===== config.mk =====
export PLATFORM = sky130hd
export DESIGN_NAME = ecp_port_extended_control
export DESIGN_NICKNAME = d
export VERILOG_FILES = /design/src/hdl/ecp_ctrl_pkg.sv /design/src/hdl/fifo_mem_if.sv /design/src/hdl/fifo_mem.sv /design/src/hdl/irq_pulser.sv /design/src/hdl/ecp_port_extended_control.sv
export SDC_FILE = /design/constraint.sdc
export NUM_CORES = 1
export LEC_CHECK = 0
export BUFFER_PORTS_ARGS = -buffer_cell sky130_fd_sc_hd__buf_2
export CORE_UTILIZATION = 55
export CTS_BUF_LIST = sky130_fd_sc_hd__clkbuf_8
export DETAILED_ROUTE_END_ITERATION = 7
export PLACE_DENSITY = 0.86
export SLEW_MARGIN = 20
export SYNTH_ARGS = -nofsm -noshare
export SYNTH_HDL_FRONTEND = slang
export SYNTH_SLANG_ARGS = --single-unit

===== constraint.sdc =====
create_clock -name core_clk_i -period 3.1 [get_ports core_clk_i]
set_input_delay 0.62 -clock core_clk_i [delete_from_list [all_inputs] [get_ports core_clk_i]]
set_output_delay 0.62 -clock core_clk_i [all_outputs]
set_load 0.02 [all_outputs]

===== src/hdl/ecp_ctrl_pkg.sv =====
// Constants, modes and encodings for the extended control block
package ecp_ctrl_pkg;

  // ----------------------------------------------------------------
  // Register offsets
  // ----------------------------------------------------------------
  localparam logic [10:0] DATA_OFF = 11'h000;
  localparam logic [10:0] FIFO_OFF = 11'h400;
  localparam logic [10:0] CFGB_OFF = 11'h401;
  localparam logic [10:0] ECR_OFF = 11'h402;

  // ----------------------------------------------------------------
  // Extended control field positions
  // ----------------------------------------------------------------
  localparam int MODE_HI = 7;
  localparam int MODE_LO = 5;
  localparam int FAULT_DIS_BIT = 4;
  localparam int DMA_EN_BIT = 3;
  localparam int SVC_MASK_BIT = 2;
  localparam int FULL_BIT = 1;
  localparam int EMPTY_BIT = 0;
  localparam int DIR_BIT = 5;
  localparam int TAG_BIT = 8;

  // ----------------------------------------------------------------
  // Reset and fixed values
  // ----------------------------------------------------------------
  localparam logic RST_FAULT_DIS = 1'b1;
  localparam logic RST_DMA_EN = 1'b0;
  localparam logic RST_SVC_MASK = 1'b1;
  localparam logic [7:0] RST_BYTE = 8'h00;
  localparam logic [7:0] CFG_A_VALUE = 8'h10;

  // ----------------------------------------------------------------
  // Timing
  // ----------------------------------------------------------------
  localparam int CLK_PERIOD_NS = 10;
  localparam int IRQ_PULSE_NS = 50;
  localparam int IRQ_PULSE_CYC = (IRQ_PULSE_NS + CLK_PERIOD_NS - 1) / CLK_PERIOD_NS;

  // ----------------------------------------------------------------
  // Modes
  // ----------------------------------------------------------------
  typedef enum logic [2:0] {
    MODE_STD = 3'h0,
    MODE_BIDIR = 3'h1,
    MODE_FIFO = 3'h2,
    MODE_ECP = 3'h3,
    MODE_EPP = 3'h4,
    MODE_RSVD = 3'h5,
    MODE_TEST = 3'h6,
    MODE_CFG = 3'h7
  } mode_t;

  // Interrupt line to three-bit code
  function automatic logic [2:0] irq_code(input logic [3:0] line);
    case (line)
      4'hF: irq_code = 3'h6;
      4'hE: irq_code = 3'h5;
      4'hB: irq_code = 3'h4;
      4'hA: irq_code = 3'h3;
      4'h9: irq_code = 3'h2;
      4'h7: irq_code = 3'h1;
      4'h5: irq_code = 3'h7;
      default: irq_code = 3'h0;
    endcase
  endfunction

  // DMA channel to three-bit code
  function automatic logic [2:0] dma_code(input logic [2:0] chan);
    case (chan)
      3'h3: dma_code = 3'h3;
      3'h2: dma_code = 3'h2;
      3'h1: dma_code = 3'h1;
      default: dma_code = 3'h0;
    endcase
  endfunction

endpackage


===== src/hdl/fifo_mem_if.sv =====
// Port bundle between FIFO control and its storage
`timescale 1ns/1ps
interface fifo_mem_if #(
  parameter int W = 9,
  parameter int AW = 4
);
  logic we;
  logic [AW-1:0] waddr;
  logic [W-1:0] wdata;
  logic [AW-1:0] raddr;
  logic [W-1:0] rdata;
  modport ctrl (output we, output waddr, output wdata, output raddr, input rdata);
  modport mem (input we, input waddr, input wdata, input raddr, output rdata);
endinterface


===== src/hdl/fifo_mem.sv =====
// Byte FIFO storage with registered read and write bypass
`timescale 1ns/1ps
module fifo_mem #(
  parameter int W = 9,
  parameter int DEPTH = 16
) (
  input wire logic core_clk_i,
  fifo_mem_if.mem port
);
  logic [W-1:0] mem_q [DEPTH];

  // ----------------------------------------------------------------
  // Storage
  // ----------------------------------------------------------------
  always_ff @(posedge core_clk_i) begin
    if (port.we) begin
      mem_q[port.waddr] <= port.wdata;
    end
  end

  // Bypass so a write into an empty FIFO shows at the head at once
  always_ff @(posedge core_clk_i) begin
    if (port.we && (port.waddr == port.raddr)) begin
      port.rdata <= port.wdata;
    end else begin
      port.rdata <= mem_q[port.raddr];
    end
  end
endmodule


===== src/hdl/irq_pulser.sv =====
// Shared interrupt line pulse generator
`timescale 1ns/1ps
module irq_pulser
  import ecp_ctrl_pkg::*;
#(
  parameter int PULSE_CYC = IRQ_PULSE_CYC
) (
  input wire logic core_clk_i,
  input wire logic rst_n_i,
  input wire logic trig_i,
  output logic irq_o,
  output logic irq_oe_o
);
  logic [3:0] cnt_q;
  logic pend_q;
  logic gap_q;

  // ----------------------------------------------------------------
  // Pulse timing
  // ----------------------------------------------------------------
  // Events during a pulse wait; two released cycles let sharers see an edge
  always_ff @(posedge core_clk_i or negedge rst_n_i) begin
    if (!rst_n_i) begin
      cnt_q <= 4'h0;
      pend_q <= 1'b0;
      gap_q <= 1'b0;
    end else begin
      gap_q <= (cnt_q == 4'h1);
      if (cnt_q != 4'h0) begin
        cnt_q <= cnt_q - 4'h1;
        pend_q <= pend_q | trig_i;
      end else if ((trig_i || pend_q) && !gap_q) begin
        cnt_q <= 4'(PULSE_CYC);
        pend_q <= 1'b0;
      end else begin
        pend_q <= pend_q | trig_i;
      end
    end
  end

  assign irq_oe_o = (cnt_q != 4'h0);
  assign irq_o = 1'b0;
endmodule


===== src/hdl/ecp_port_extended_control.sv =====
// Extended control, mode logic and FIFO of the parallel host port
`timescale 1ns/1ps
module ecp_port_extended_control
  import ecp_ctrl_pkg::*;
#(
  parameter int DEPTH = 16
) (
  input wire logic core_clk_i,
  input wire logic rst_n_i,
  input wire logic [10:0] io_addr_i,
  input wire logic io_rd_i,
  input wire logic io_wr_i,
  input wire logic [7:0] io_wdata_i,
  output logic [7:0] io_rdata_o,
  input wire logic dma_ack_i,
  input wire logic dma_tc_i,
  output logic dma_req_o,
  input wire logic direction_req_i,
  input wire logic peripheral_fault_low_i,
  input wire logic epp_option_config_i,
  input wire logic [3:0] threshold_setting_i,
  input wire logic [3:0] irq_line_sel_i,
  input wire logic [2:0] dma_chan_sel_i,
  input wire logic irq_line_level_i,
  input wire logic [7:0] pin_data_i,
  output logic [7:0] port_data_o,
  output logic data_oe_o,
  output logic ctrl_open_drain_o,
  output logic epp_active_o,
  output logic tx_valid_o,
  output logic [7:0] tx_data_o,
  output logic tx_is_cmd_o,
  input wire logic tx_ready_i,
  input wire logic rx_valid_i,
  input wire logic [7:0] rx_data_i,
  output logic rx_ready_o,
  output logic auto_line_feed_out_o,
  output logic irq_o,
  output logic irq_oe_o
);
  localparam int AW = $clog2(DEPTH);
  localparam int CW = $clog2(DEPTH + 1);
  localparam logic [CW-1:0] DEPTH_C = CW'(DEPTH);
  localparam logic [AW-1:0] PTR_ONE = AW'(1);
  localparam logic [CW-1:0] CNT_ONE = CW'(1);

  mode_t mode_q;
  logic fault_dis_q;
  logic dma_en_q;
  logic svc_mask_q;
  logic dir_q;
  logic fault_prev_q;
  logic [7:0] data_q;
  logic [7:0] last_q;
  logic [7:0] rdata_q;
  logic [AW-1:0] wr_ptr_q;
  logic [AW-1:0] rd_ptr_q;
  logic [AW-1:0] rd_ptr_d;
  logic [CW-1:0] count_q;
  logic [CW-1:0] free_cnt;
  logic [CW-1:0] thresh;
  logic fifo_full;
  logic fifo_empty;
  logic fifo_clear;
  logic dir_eff;
  logic host_cyc;
  logic ecr_wr;
  logic fifo_mode;
  logic fwd_send;
  logic rev_fill;
  logic host_wr_ok;
  logic host_rd_ok;
  logic wr_fifo;
  logic rd_fifo;
  logic push;
  logic pop;
  logic host_pop;
  logic tx_pop;
  logic rx_push;
  logic svc_cond;
  logic svc_fire;
  logic fault_fire;
  logic [7:0] ecr_val;
  logic [7:0] cfgb_val;
  logic [7:0] rd_mux;
  logic mode_ok;
  mode_t mode_new;

  fifo_mem_if #(.W(9), .AW(AW)) mif ();

  // ----------------------------------------------------------------
  // Bus decode
  // ----------------------------------------------------------------
  // DMA cycles address the FIFO whatever sits on the address lines
  assign host_cyc = !dma_ack_i;
  assign ecr_wr = host_cyc && io_wr_i && (io_addr_i == ECR_OFF);
  assign mode_new = mode_t'(io_wdata_i[MODE_HI:MODE_LO]);
  assign mode_ok = (mode_q == MODE_STD) || (mode_q == MODE_BIDIR) ||
                   (mode_new == MODE_STD) || (mode_new == MODE_BIDIR);

  // Direction is forced out in standard and FIFO modes
  assign dir_eff = ((mode_q == MODE_STD) || (mode_q == MODE_FIFO)) ? 1'b0 : dir_q;
  assign fifo_mode = (mode_q == MODE_FIFO) || (mode_q == MODE_ECP) || (mode_q == MODE_TEST);
  assign fwd_send = (mode_q == MODE_FIFO) || ((mode_q == MODE_ECP) && !dir_eff);
  assign rev_fill = (mode_q == MODE_ECP) && dir_eff;
  assign host_wr_ok = fwd_send || (mode_q == MODE_TEST);
  assign host_rd_ok = rev_fill || (mode_q == MODE_TEST);

  assign wr_fifo = io_wr_i && (dma_ack_i || (io_addr_i == FIFO_OFF) ||
                   ((io_addr_i == DATA_OFF) && (mode_q == MODE_ECP))) && host_wr_ok;
  assign rd_fifo = io_rd_i && (dma_ack_i || (io_addr_i == FIFO_OFF)) && host_rd_ok;

  // ----------------------------------------------------------------
  // Extended control register
  // ----------------------------------------------------------------
  always_ff @(posedge core_clk_i or negedge rst_n_i) begin
    if (!rst_n_i) begin
      mode_q <= MODE_STD;
    end else if (ecr_wr && mode_ok) begin
      mode_q <= mode_new;
    end
  end

  always_ff @(posedge core_clk_i or negedge rst_n_i) begin
    if (!rst_n_i) begin
      fault_dis_q <= RST_FAULT_DIS;
      dma_en_q <= RST_DMA_EN;
    end else if (ecr_wr) begin
      fault_dis_q <= io_wdata_i[FAULT_DIS_BIT];
      dma_en_q <= io_wdata_i[DMA_EN_BIT];
    end
  end

  // Hardware set wins over a software clear in the same cycle
  always_ff @(posedge core_clk_i or negedge rst_n_i) begin
    if (!rst_n_i) begin
      svc_mask_q <= RST_SVC_MASK;
    end else if (svc_fire) begin
      svc_mask_q <= 1'b1;
    end else if (ecr_wr) begin
      svc_mask_q <= io_wdata_i[SVC_MASK_BIT];
    end
  end

  always_ff @(posedge core_clk_i or negedge rst_n_i) begin
    if (!rst_n_i) begin
      dir_q <= 1'b0;
    end else if (mode_q == MODE_BIDIR) begin
      dir_q <= direction_req_i;
    end
  end

  // ----------------------------------------------------------------
  // Data latch for standard and bidirectional modes
  // ----------------------------------------------------------------
  always_ff @(posedge core_clk_i or negedge rst_n_i) begin
    if (!rst_n_i) begin
      data_q <= RST_BYTE;
    end else if (host_cyc && io_wr_i && (io_addr_i == DATA_OFF) &&
                 ((mode_q == MODE_STD) || (mode_q == MODE_BIDIR))) begin
      data_q <= io_wdata_i;
    end
  end

  assign port_data_o = data_q;
  assign data_oe_o = !dir_eff;
  assign ctrl_open_drain_o = (mode_q == MODE_STD);
  assign epp_active_o = (mode_q == MODE_EPP) && epp_option_config_i;

  // ----------------------------------------------------------------
  // FIFO control
  // ----------------------------------------------------------------
  // Leaving any FIFO mode lands in standard or bidirectional, so this drops leftovers
  assign fifo_clear = (mode_q == MODE_STD) || (mode_q == MODE_BIDIR);
  assign fifo_full = (count_q == DEPTH_C);
  assign fifo_empty = (count_q == '0);
  assign host_pop = rd_fifo && !fifo_empty;
  assign tx_pop = fwd_send && !fifo_empty && tx_ready_i;
  assign rx_push = rev_fill && rx_valid_i && !fifo_full;
  // Writes to a full FIFO are dropped rather than stalling the bus
  assign push = (wr_fifo && !fifo_full) || rx_push;
  assign pop = host_pop || tx_pop;
  assign rd_ptr_d = pop ? rd_ptr_q + PTR_ONE : rd_ptr_q;

  always_ff @(posedge core_clk_i or negedge rst_n_i) begin
    if (!rst_n_i) begin
      wr_ptr_q <= '0;
      rd_ptr_q <= '0;
      count_q <= '0;
    end else if (fifo_clear) begin
      wr_ptr_q <= '0;
      rd_ptr_q <= '0;
      count_q <= '0;
    end else begin
      rd_ptr_q <= rd_ptr_d;
      if (push) begin
        wr_ptr_q <= wr_ptr_q + PTR_ONE;
      end
      if (push && !pop) begin
        count_q <= count_q + CNT_ONE;
      end else if (pop && !push) begin
        count_q <= count_q - CNT_ONE;
      end
    end
  end

  assign mif.we = push;
  assign mif.waddr = wr_ptr_q;
  // Address-port writes carry a command tag through the shared FIFO
  assign mif.wdata = rx_push ? {1'b0, rx_data_i} :
                     {(io_addr_i == DATA_OFF) && !dma_ack_i, io_wdata_i};
  assign mif.raddr = fifo_clear ? '0 : rd_ptr_d;

  fifo_mem #(
    .W(9),
    .DEPTH(DEPTH)
  ) u_mem (
    .core_clk_i(core_clk_i),
    .port(mif.mem)
  );

  // ----------------------------------------------------------------
  // Link side streams
  // ----------------------------------------------------------------
  assign tx_valid_o = fwd_send && !fifo_empty;
  assign tx_data_o = mif.rdata[7:0];
  assign tx_is_cmd_o = mif.rdata[TAG_BIT] && (mode_q == MODE_ECP);
  assign rx_ready_o = rev_fill && !fifo_full;
  // Combinational from mode, direction and full flag so the request falls in the write cycle's next edge
  assign auto_line_feed_out_o = rx_ready_o;

  // ----------------------------------------------------------------
  // Service and fault interrupts
  // ----------------------------------------------------------------
  assign thresh = CW'({1'b0, threshold_setting_i}) + CNT_ONE;
  assign free_cnt = DEPTH_C - count_q;
  always_comb begin
    svc_cond = 1'b0;
    if (dma_en_q) begin
      svc_cond = dma_tc_i;
    end else if (!dir_eff) begin
      svc_cond = (free_cnt >= thresh);
    end else begin
      svc_cond = (count_q >= thresh);
    end
  end
  // Writing the mask to 1 only blocks; firing needs the stored mask at 0
  assign svc_fire = fifo_mode && !svc_mask_q && svc_cond;

  always_ff @(posedge core_clk_i or negedge rst_n_i) begin
    if (!rst_n_i) begin
      fault_prev_q <= 1'b1;
    end else begin
      fault_prev_q <= peripheral_fault_low_i;
    end
  end

  assign fault_fire = (mode_q == MODE_ECP) &&
                      ((!fault_dis_q && fault_prev_q && !peripheral_fault_low_i) ||
                       (ecr_wr && fault_dis_q && !io_wdata_i[FAULT_DIS_BIT] &&
                        !peripheral_fault_low_i));

  irq_pulser u_irq (
    .core_clk_i(core_clk_i),
    .rst_n_i(rst_n_i),
    .trig_i(svc_fire || fault_fire),
    .irq_o(irq_o),
    .irq_oe_o(irq_oe_o)
  );

  assign dma_req_o = dma_en_q && !svc_mask_q && fifo_mode &&
                     (host_wr_ok ? !fifo_full : !fifo_empty);

  // ----------------------------------------------------------------
  // Read data
  // ----------------------------------------------------------------
  assign ecr_val = {mode_q, fault_dis_q, dma_en_q, svc_mask_q, fifo_full, fifo_empty};
  assign cfgb_val = {1'b0, irq_line_level_i, irq_code(irq_line_sel_i),
                     dma_code(dma_chan_sel_i)};

  always_comb begin
    rd_mux = RST_BYTE;
    if (dma_ack_i) begin
      rd_mux = fifo_empty ? last_q : mif.rdata[7:0];
    end else if (io_addr_i == DATA_OFF) begin
      rd_mux = ((mode_q == MODE_BIDIR) && dir_q) ? pin_data_i : data_q;
    end else if (io_addr_i == FIFO_OFF) begin
      if (mode_q == MODE_CFG) begin
        rd_mux = CFG_A_VALUE;
      end else if (host_rd_ok) begin
        rd_mux = fifo_empty ? last_q : mif.rdata[7:0];
      end
    end else if (io_addr_i == CFGB_OFF) begin
      rd_mux = (mode_q == MODE_CFG) ? cfgb_val : RST_BYTE;
    end else if (io_addr_i == ECR_OFF) begin
      rd_mux = ecr_val;
    end
  end

  // Empty reads repeat the last byte instead of stalling the bus
  always_ff @(posedge core_clk_i or negedge rst_n_i) begin
    if (!rst_n_i) begin
      last_q <= RST_BYTE;
    end else if (host_pop) begin
      last_q <= mif.rdata[7:0];
    end
  end

  always_ff @(posedge core_clk_i or negedge rst_n_i) begin
    if (!rst_n_i) begin
      rdata_q <= RST_BYTE;
    end else if (io_rd_i) begin
      rdata_q <= rd_mux;
    end
  end
  assign io_rdata_o = rdata_q;
endmodule


==> results of run 1 <==
==> flip-flops by register name, indices dropped and copies added (netlist names), 4 cells and up, named ones only <==
| register | flops |
|---|---|
| last_q | 8 |
| u_mem.mem_q | 144 |
| count_q | 5 |
| rd_ptr_q | 4 |
| u_irq.cnt_q | 4 |
| port_data_o | 8 |
| io_rdata_o | 8 |
| mif.waddr | 4 |
==> placed cells by master, fill, tap and decap left out, types with 8 or more instances in the layout <==
cell type	netlist	layout
dfrtp_1	48	48
mux4_2	39	39
buf_2	6	90
clkbuf_8	0	17
mux2i_1	12	12
nor2_1	37	37
and2_1	13	12
buf_4	4	50
ha_1	24	22
o21ai_0	15	15
o21a_1	9	9
inv_1	19	17
a21oi_1	24	24
nand3_1	11	11
mux2_2	26	26
xor2_1	8	8
nand2_1	29	29
edfxtp_1	144	144
==> where the power goes <==
| group | switching, uW | leakage (uW) | internal [uW] | total, uW |
|---|---|---|---|---|
| combinational | 1780 | 0.00195 | 1560 | 3340 |
| clock | 1010 | 0.000228 | 783 | 1790 |
| sequential | 293 | 0.00196 | 3200 | 3490 |
==> per-layer routing <==
metal,part of all wire (%),track usage (%),vias up
li1,-,-,2650
met1,37,30.1,3079
met2,52,44.6,324
met3,7.3,6.17,67
met4,4.0,14.3,0
met5,0,0,-
==> repair_timing <==
| item | in CTS | in global routing |
|---|---|---|
| pin swaps | 6 | 5 |
| gates resized for setup | 9 | 13 |
| endpoints found under the setup margin | 9 | 36 |
| hold buffers | 0 | 0 |
| setup buffers | 7 | 9 |
==> cells by family (layout without fill, tap and decap cells) <==
family,Yosys count,after routing
flip-flops,199,199
AND/OR/NAND/NOR,148,148
AO/OA/AOI/OAI,99,99
multiplexers,80,80
buffers and inverters,46,198
adder cells (fa/ha/maj),25,25
XOR/XNOR,15,15
other,1,1
==> path summary, 6_finish.rpt <==
check / from / end / cells after the start
max: count_q[1] / count_q[4] / 13
min reg2reg: io_rdata_o[6] / io_rdata_o[6] / 1
max reg2reg: count_q[1] / count_q[4] / 13
min in group core_clk_i: peripheral_fault_low_i / fault_prev_q / 1
min: rst_n_i / u_irq.cnt_q[3] / 1
max in group asynchronous: rst_n_i / svc_mask_q / 2
==> worst max-delay path, cell delays in order (launching register included) <==
cell and delay (ns):
dfrtp_1 0.39, inv_2 0.07, ha_4 0.16, nor3b_4 0.15, ha_1 0.24, a2111o_1 0.44
o21ai_4 0.20, and2b_2 0.27, inv_4 0.08, ha_1 0.26, a21o_1 0.20, a21o_1 0.21
o21a_1 0.19, a31oi_1 0.19
==> metrics by stage <==
stage               hold WS (ns)  setup slack [ns]  area [sq um]  total power [uW]  setup TNS (ns)
detailed placement         0.465           -0.0583         10100              6490         -0.0583
floorplan                  0.324           -0.0591          9260              5610         -0.0591
CTS                        0.172           0.00934         10700              8390               0
finish                     0.171           -0.0259         10800              8620         -0.0259
global route               0.203            -0.125         10800              9020          -0.144
global placement           0.461            0.0985         10100              6300               0
==> layout make-up <==
type                       instances  share of cell area, %
sequential                       199                   52.7
multi-input combinational        368                   31.5
timing repair buffer             145                   8.33
tap                              216                   2.50
clock buffer                      17                   2.17
clock inverter                    15                   2.10
inverter                          21                  0.753
==> summary.md, run 1 <==
| Metric | Value |
|---|---|
| FMAX | 0.320 GHz |
| Syn nets | 696 |
| Seq/Total Area, Yosys | 61.7% |
| Remaining global-route overflow | 0 |
| Io pins | 92 |
| Minimum clock period | 3.13 ns |
| First-pass GRT wire length | 33.4 mm |
| Arrival time worst endpoint | 3.53 ns |
| Worst hold-check path type | in -> async |
| Most instantiated cells after synthesis | 144 x edfxtp_1, 48 x dfrtp_1, 39 x mux4_2 |
| Detailed Routing Iterations Pass 1 | 4 |
| Core Footprint | 0.0161 sq mm |
| RSZ-0062 raised after global routing | true |
| Die height | 131 um |
| Inst Count DP | 933 |
| Failing checks | setup timing |
| WL/cell | 22.2 um |
| Cell Pwr Density | 798 mW/mm^2 |
| Antenna diode count | 0 |
| Vias | 6120 |
| XOR/XNOR Fraction of Synth Area | 1.51% |
| Post-synthesis mux area share | 14.6% |
| Vias per cell | 6.24 |
| VDD IR-drop max | 0.376 mV |
| Outcome | finished with violations |
| CP max FO | 4 |
| Die Area | 0.0173 sq mm |
| Vias in the first global route | 6137 |
| Overall Global Routing Usage | 26.0% |
| Setup crit end kind | flip-flop |
| Crit share post-route | 101% |
| EDFF count, synth | 144 |
| Count leader, synth | edfxtp_1 |
| CTS Root Cell | clkbuf_8 |
| Syn Std Cell Area | 0.00921 sq mm |
| PortBufs | 90 |
| Final Slew Violations | 0 |
| H-tree levels | 4 |
| Final Hold Viols | 0 |
| Pin count of the biggest net entering global routing | 30 |
| Clock Latency Late Sink | 0.48 ns |
| Synth Area in Compound Gates | 7.28% |
| Detail Placement HPWL | 15.2 mm |
| Die width | 131 um |
| Synth Warn # | 0 |
| Fraction of layout cells with a size suffix above 1 | 36.7% |
| Slew headroom | 53.3% |
| Area Overhead vs Synth | 17.4% |
| Simple-Gate Fraction of Synth Area | 8.94% |
| FF/Latch Area | 0.00569 sq mm |
| Antenna violations before repair | 1 |
| Initial core utilization | 57.1% |
| Cts bufs inserted | 17 |
| GPL Wtd Cong | 1.07 |
| Tightest Pin Transition | 0.697 ns |
| Remaining DRCs | 0 |
| Clock-pin slew on the worst setup and hold paths | 0.11 ns |
| Ys flop type | edfxtp_1 |
| Max-cap violations | 0 |
| Adder-cell share of the synthesized area | 3.48% |
| Post-synthesis cell type count | 68 |
| Final Util | 67.0% |
| Critical path class | reg -> reg |
| CTS sink count | 199 |
| FF-to-FF setup slack | -0.03 ns |
| Synth top area share | 47.0% |
| Clock Path Buffers | 2 |
| Post-Layout Cell Count | 981 |
| Layout fillers | 1042 |
| Final setup margin | -0.0259 ns |
| Finish-stage setup viols | 1 |
| Initial DRC count | 526 |
| Area of the multi-input gates | 0.00340 sq mm |
| Top post-synthesis cells by area | edfxtp_1 47%, dfrtp_1 13%, mux4_2 9.5% |
| CTS tree | built |
| Syn Area/Cell | 15.0 sq um |
| LEAKAGE | 0.00414 uW |
| Layout Skew | 0.0178 ns |
| Synthesized flop and latch total | 199 |
| Post-synth ARST share | 25.6% |
| Largest family of logic cells by synthesized area | multiplexers |
| Drt total wl | 21.8 mm |
| Crit path launch type | flip-flop |
| Fin nets | 835 |
| Mapped Cells | 613 |
| Routed Antenna Nets | 0 |
| WP data required | 3.50 ns |
| Row cnt | 46 |
| Area leader, netlist | edfxtp_1 |
(Power assumes the default switching activity.)
==> inputs of run 2 (changes only) <==
- SKIP_CTS_REPAIR_TIMING: default -> 1
- SYNTH_HIERARCHICAL: default -> 1
==> run 2 against run 1 <==
The flow now finishes without violations; power fell by 6.8%; non-clock buffer count down 17; critical path depth is 2 higher; flip-flop and latch count unchanged; sequential share of layout area increased by 1.7 points; final cell count is 3.7% lower; clock skew shrank 0.0036 ns; global-route usage rose by 0.69 points; die area fell by 0.66%; register-to-register slack better by 0.08 ns; wire length is 0.93% lower; count of clock-buffer cells in the layout unchanged; critical endpoint unchanged; largest cell class unchanged; largest power group unchanged.
==> summary.md, run 2 <==
| Metric | Value |
|---|---|
| Die Area | 0.0171 sq mm |
| Slew headroom | 39.5% |
| Top post-synthesis cells by area | edfxtp_1 47%, dfrtp_1 13%, mux4_2 5.2% |
| Register share of total power | 43.1% |
| Mapped Cells | 592 |
| Detail Placement HPWL | 15.4 mm |
| CTS sink count | 199 |
| VDD IR-drop max | 0.468 mV |
| Min Hold Slack | 0.176 ns |
| Outcome | complete, no violations |
| Fin nets | 795 |
| Tightest Pin Transition | 0.904 ns |
| Synth Warn # | 6 |
| Cts bufs inserted | 17 |
| Most common cell after layout, fill and taps aside | edfxtp_1 |
| Count leader, synth | edfxtp_1 |
| Initial DRC count | 474 |
| Crit path launch type | flip-flop |
| Clock power frac | 19.1% |
| Remaining DRCs | 0 |
| Area Overhead vs Synth | 14.3% |
| EDFF count, synth | 144 |
| Synth top area share | 47.3% |
| Vias per cell | 6.30 |
| Gate power share | 37.8% |
| Vias | 5950 |
| Top reg by flops | u_mem/mem_q |
| WP data required | 3.49 ns |
| Post-synthesis cell type count | 76 |
| Pin count of the biggest net entering global routing | 37 |
| Fraction of layout cells with a size suffix above 1 | 34.4% |
| Most instantiated cells after synthesis | 144 x edfxtp_1, 48 x dfrtp_1, 36 x nor2_1 |
| Syn Area/Cell | 15.4 sq um |
| Synthesized flop and latch total | 199 |
| Final Hold Viols | 0 |
| Cell Pwr Density | 768 mW/mm^2 |
| Seq/Total Area, Yosys | 62.2% |
| Syn nets | 670 |
| Critical path class | reg -> reg |
| PortBufs | 90 |
| CTS tree | built |
| RSZ-0062 raised after global routing | true |
| Row cnt | 46 |
| WL/cell | 22.8 um |
| Final setup margin | 0.0522 ns |
| Final Slew Violations | 0 |
| Antenna diode count | 0 |
| Setup crit end kind | flip-flop |
| LEAKAGE | 0.00399 uW |
| Routed Antenna Nets | 0 |
| Layout Skew | 0.0142 ns |
| Internal power | 5170 uW |
| CP max FO | 5 |
| Clock-pin slew on the worst setup and hold paths | 0.10 ns |
| Post-layout total power | 8030 uW |
| Crit share post-route | 98.3% |
| First-pass GRT wire length | 32.6 mm |
| Syn Std Cell Area | 0.00915 sq mm |
| Initial core utilization | 57.0% |
| FMAX | 0.328 GHz |
| Remaining global-route overflow | 0 |
| Drt total wl | 21.6 mm |
| Post-synth ARST share | 25.6% |
| Ys flop type | edfxtp_1 |
| Area leader, netlist | edfxtp_1 |
| CTS Root Cell | clkbuf_8 |
| GPL Wtd Cong | 0.962 |
| Antenna violations before repair | 0 |
| Switching part of the total | 35.7% |
| Core Footprint | 0.0161 sq mm |
| Die height | 131 um |
| Die width | 131 um |
| Detailed Routing Iterations Pass 1 | 5 |
| Arrival time worst endpoint | 3.44 ns |
| Max reg flops | 144 |
| Post-place setup slack | -0.0373 ns |
| Layout fillers | 1054 |
| Clock Path Buffers | 2 |
| Net Switching | 2870 uW |
| Max-cap violations | 0 |
| Clock Latency Late Sink | 0.48 ns |
| Finish-stage setup viols | 0 |
| Worst hold-check path type | in -> async |
| H-tree levels | 4 |
| Overall Global Routing Usage | 26.7% |
| Io pins | 92 |
| Vias in the first global route | 5961 |
| Most frequent cells in the layout | 144 x edfxtp_1, 90 x buf_2, 48 x dfrtp_1 |
| Minimum clock period | 3.05 ns |
-- run 2: cell types whose count changed after synthesis, sizes merged, moves of 5 or more --
cell,delta
a22oi,+10
and2,-10
a21oi,-9
inv,-8
mux2,+7
nand2,+6
o21a,-6
o22a,+6
ha,-5
nor2b,+5
o221ai,-5
-- run 2: path summary, 6_finish.rpt --
check	cells past startpoint	from	slack, ns	end
worst max-delay path	15	count_q[1]	0.05	count_q[4]
min in group core_clk_i	1	peripheral_fault_low_i	0.25	fault_prev_q
worst max register to register	15	count_q[1]	0.05	count_q[4]
max in group asynchronous	2	rst_n_i	2.25	fault_prev_q
worst min-delay path	1	rst_n_i	0.18	mif.waddr[3]
worst min register to register	1	io_rdata_o[2]	0.51	io_rdata_o[2]
-- run 2: final cells by class --
| class | count | area [sq um] | area share, % |
|---|---|---|---|
| multi-input cells | 358 | 3330 | 31.8 |
| clock inverters | 14 | 125 | 1.20 |
| well taps | 216 | 270 | 2.58 |
| clock buffers | 17 | 234 | 2.24 |
| inverters | 13 | 48.8 | 0.467 |
| flip-flops and latches | 199 | 5690 | 54.4 |
| repair buffers | 128 | 766 | 7.32 |
-- run 2: routing by layer --
metal,wire length (um),vias to the layer above,track usage (%)
li1,-,2574,-
met1,8360,2991,31.3
met2,10500,312,44.8
met3,1650,73,7.04
met4,1030,0,14.7
met5,0,-,0
-- run 2: cells by family (layout without fill, tap and decap cells) --
family          Yosys count  in the layout  synth area share (%)
buf+inv                  35            172                  2.30
simple gates            146            146                  9.00
xor+xnor                 14             14                  1.42
mux                      83             83                  15.2
fa+ha+maj                20             20                  2.82
flops                   199            199                  62.2
compound gates           94             94                  7.07
other cells               1              1                0.0410
-- run 2: critical path, cell delays in order, from the launching register on --
cell and delay, ns:
dfrtp_1 0.35, inv_1 0.06, ha_2 0.19, nor3b_4 0.15, ha_2 0.22, and3b_1 0.23
o211ai_1 0.09, o211ai_1 0.19, buf_4 0.17, nand2b_4 0.08, fa_2 0.37, a21o_1 0.18
a21oi_2 0.20, nor2b_1 0.15, a22oi_1 0.09, a31oi_1 0.22
-- run 2: through the flow --
stage	TNS, ns	area (sq um)	instances	util (%)
after floorplan	-3.01	9180	592	-
after global placement	0	10000	912	62.4
after detailed placement	-0.0373	10000	912	62.4
after CTS	-0.148	10400	943	64.7
after global routing	-0.563	10500	945	65.1
final	0	10500	945	65.1
-- run 2: power groups by stage --
stage | logic, uW | registers (uW) | clock network, uW
4_1_cts | 2900 | 3440 | 1560
6_report | 3040 | 3460 | 1530
2_1_floorplan | 2030 | 3480 | 0
3_5_place_dp | 2880 | 3500 | 0
5_1_grt | 3290 | 3500 | 1660
3_3_place_gp | 2750 | 3470 | 0
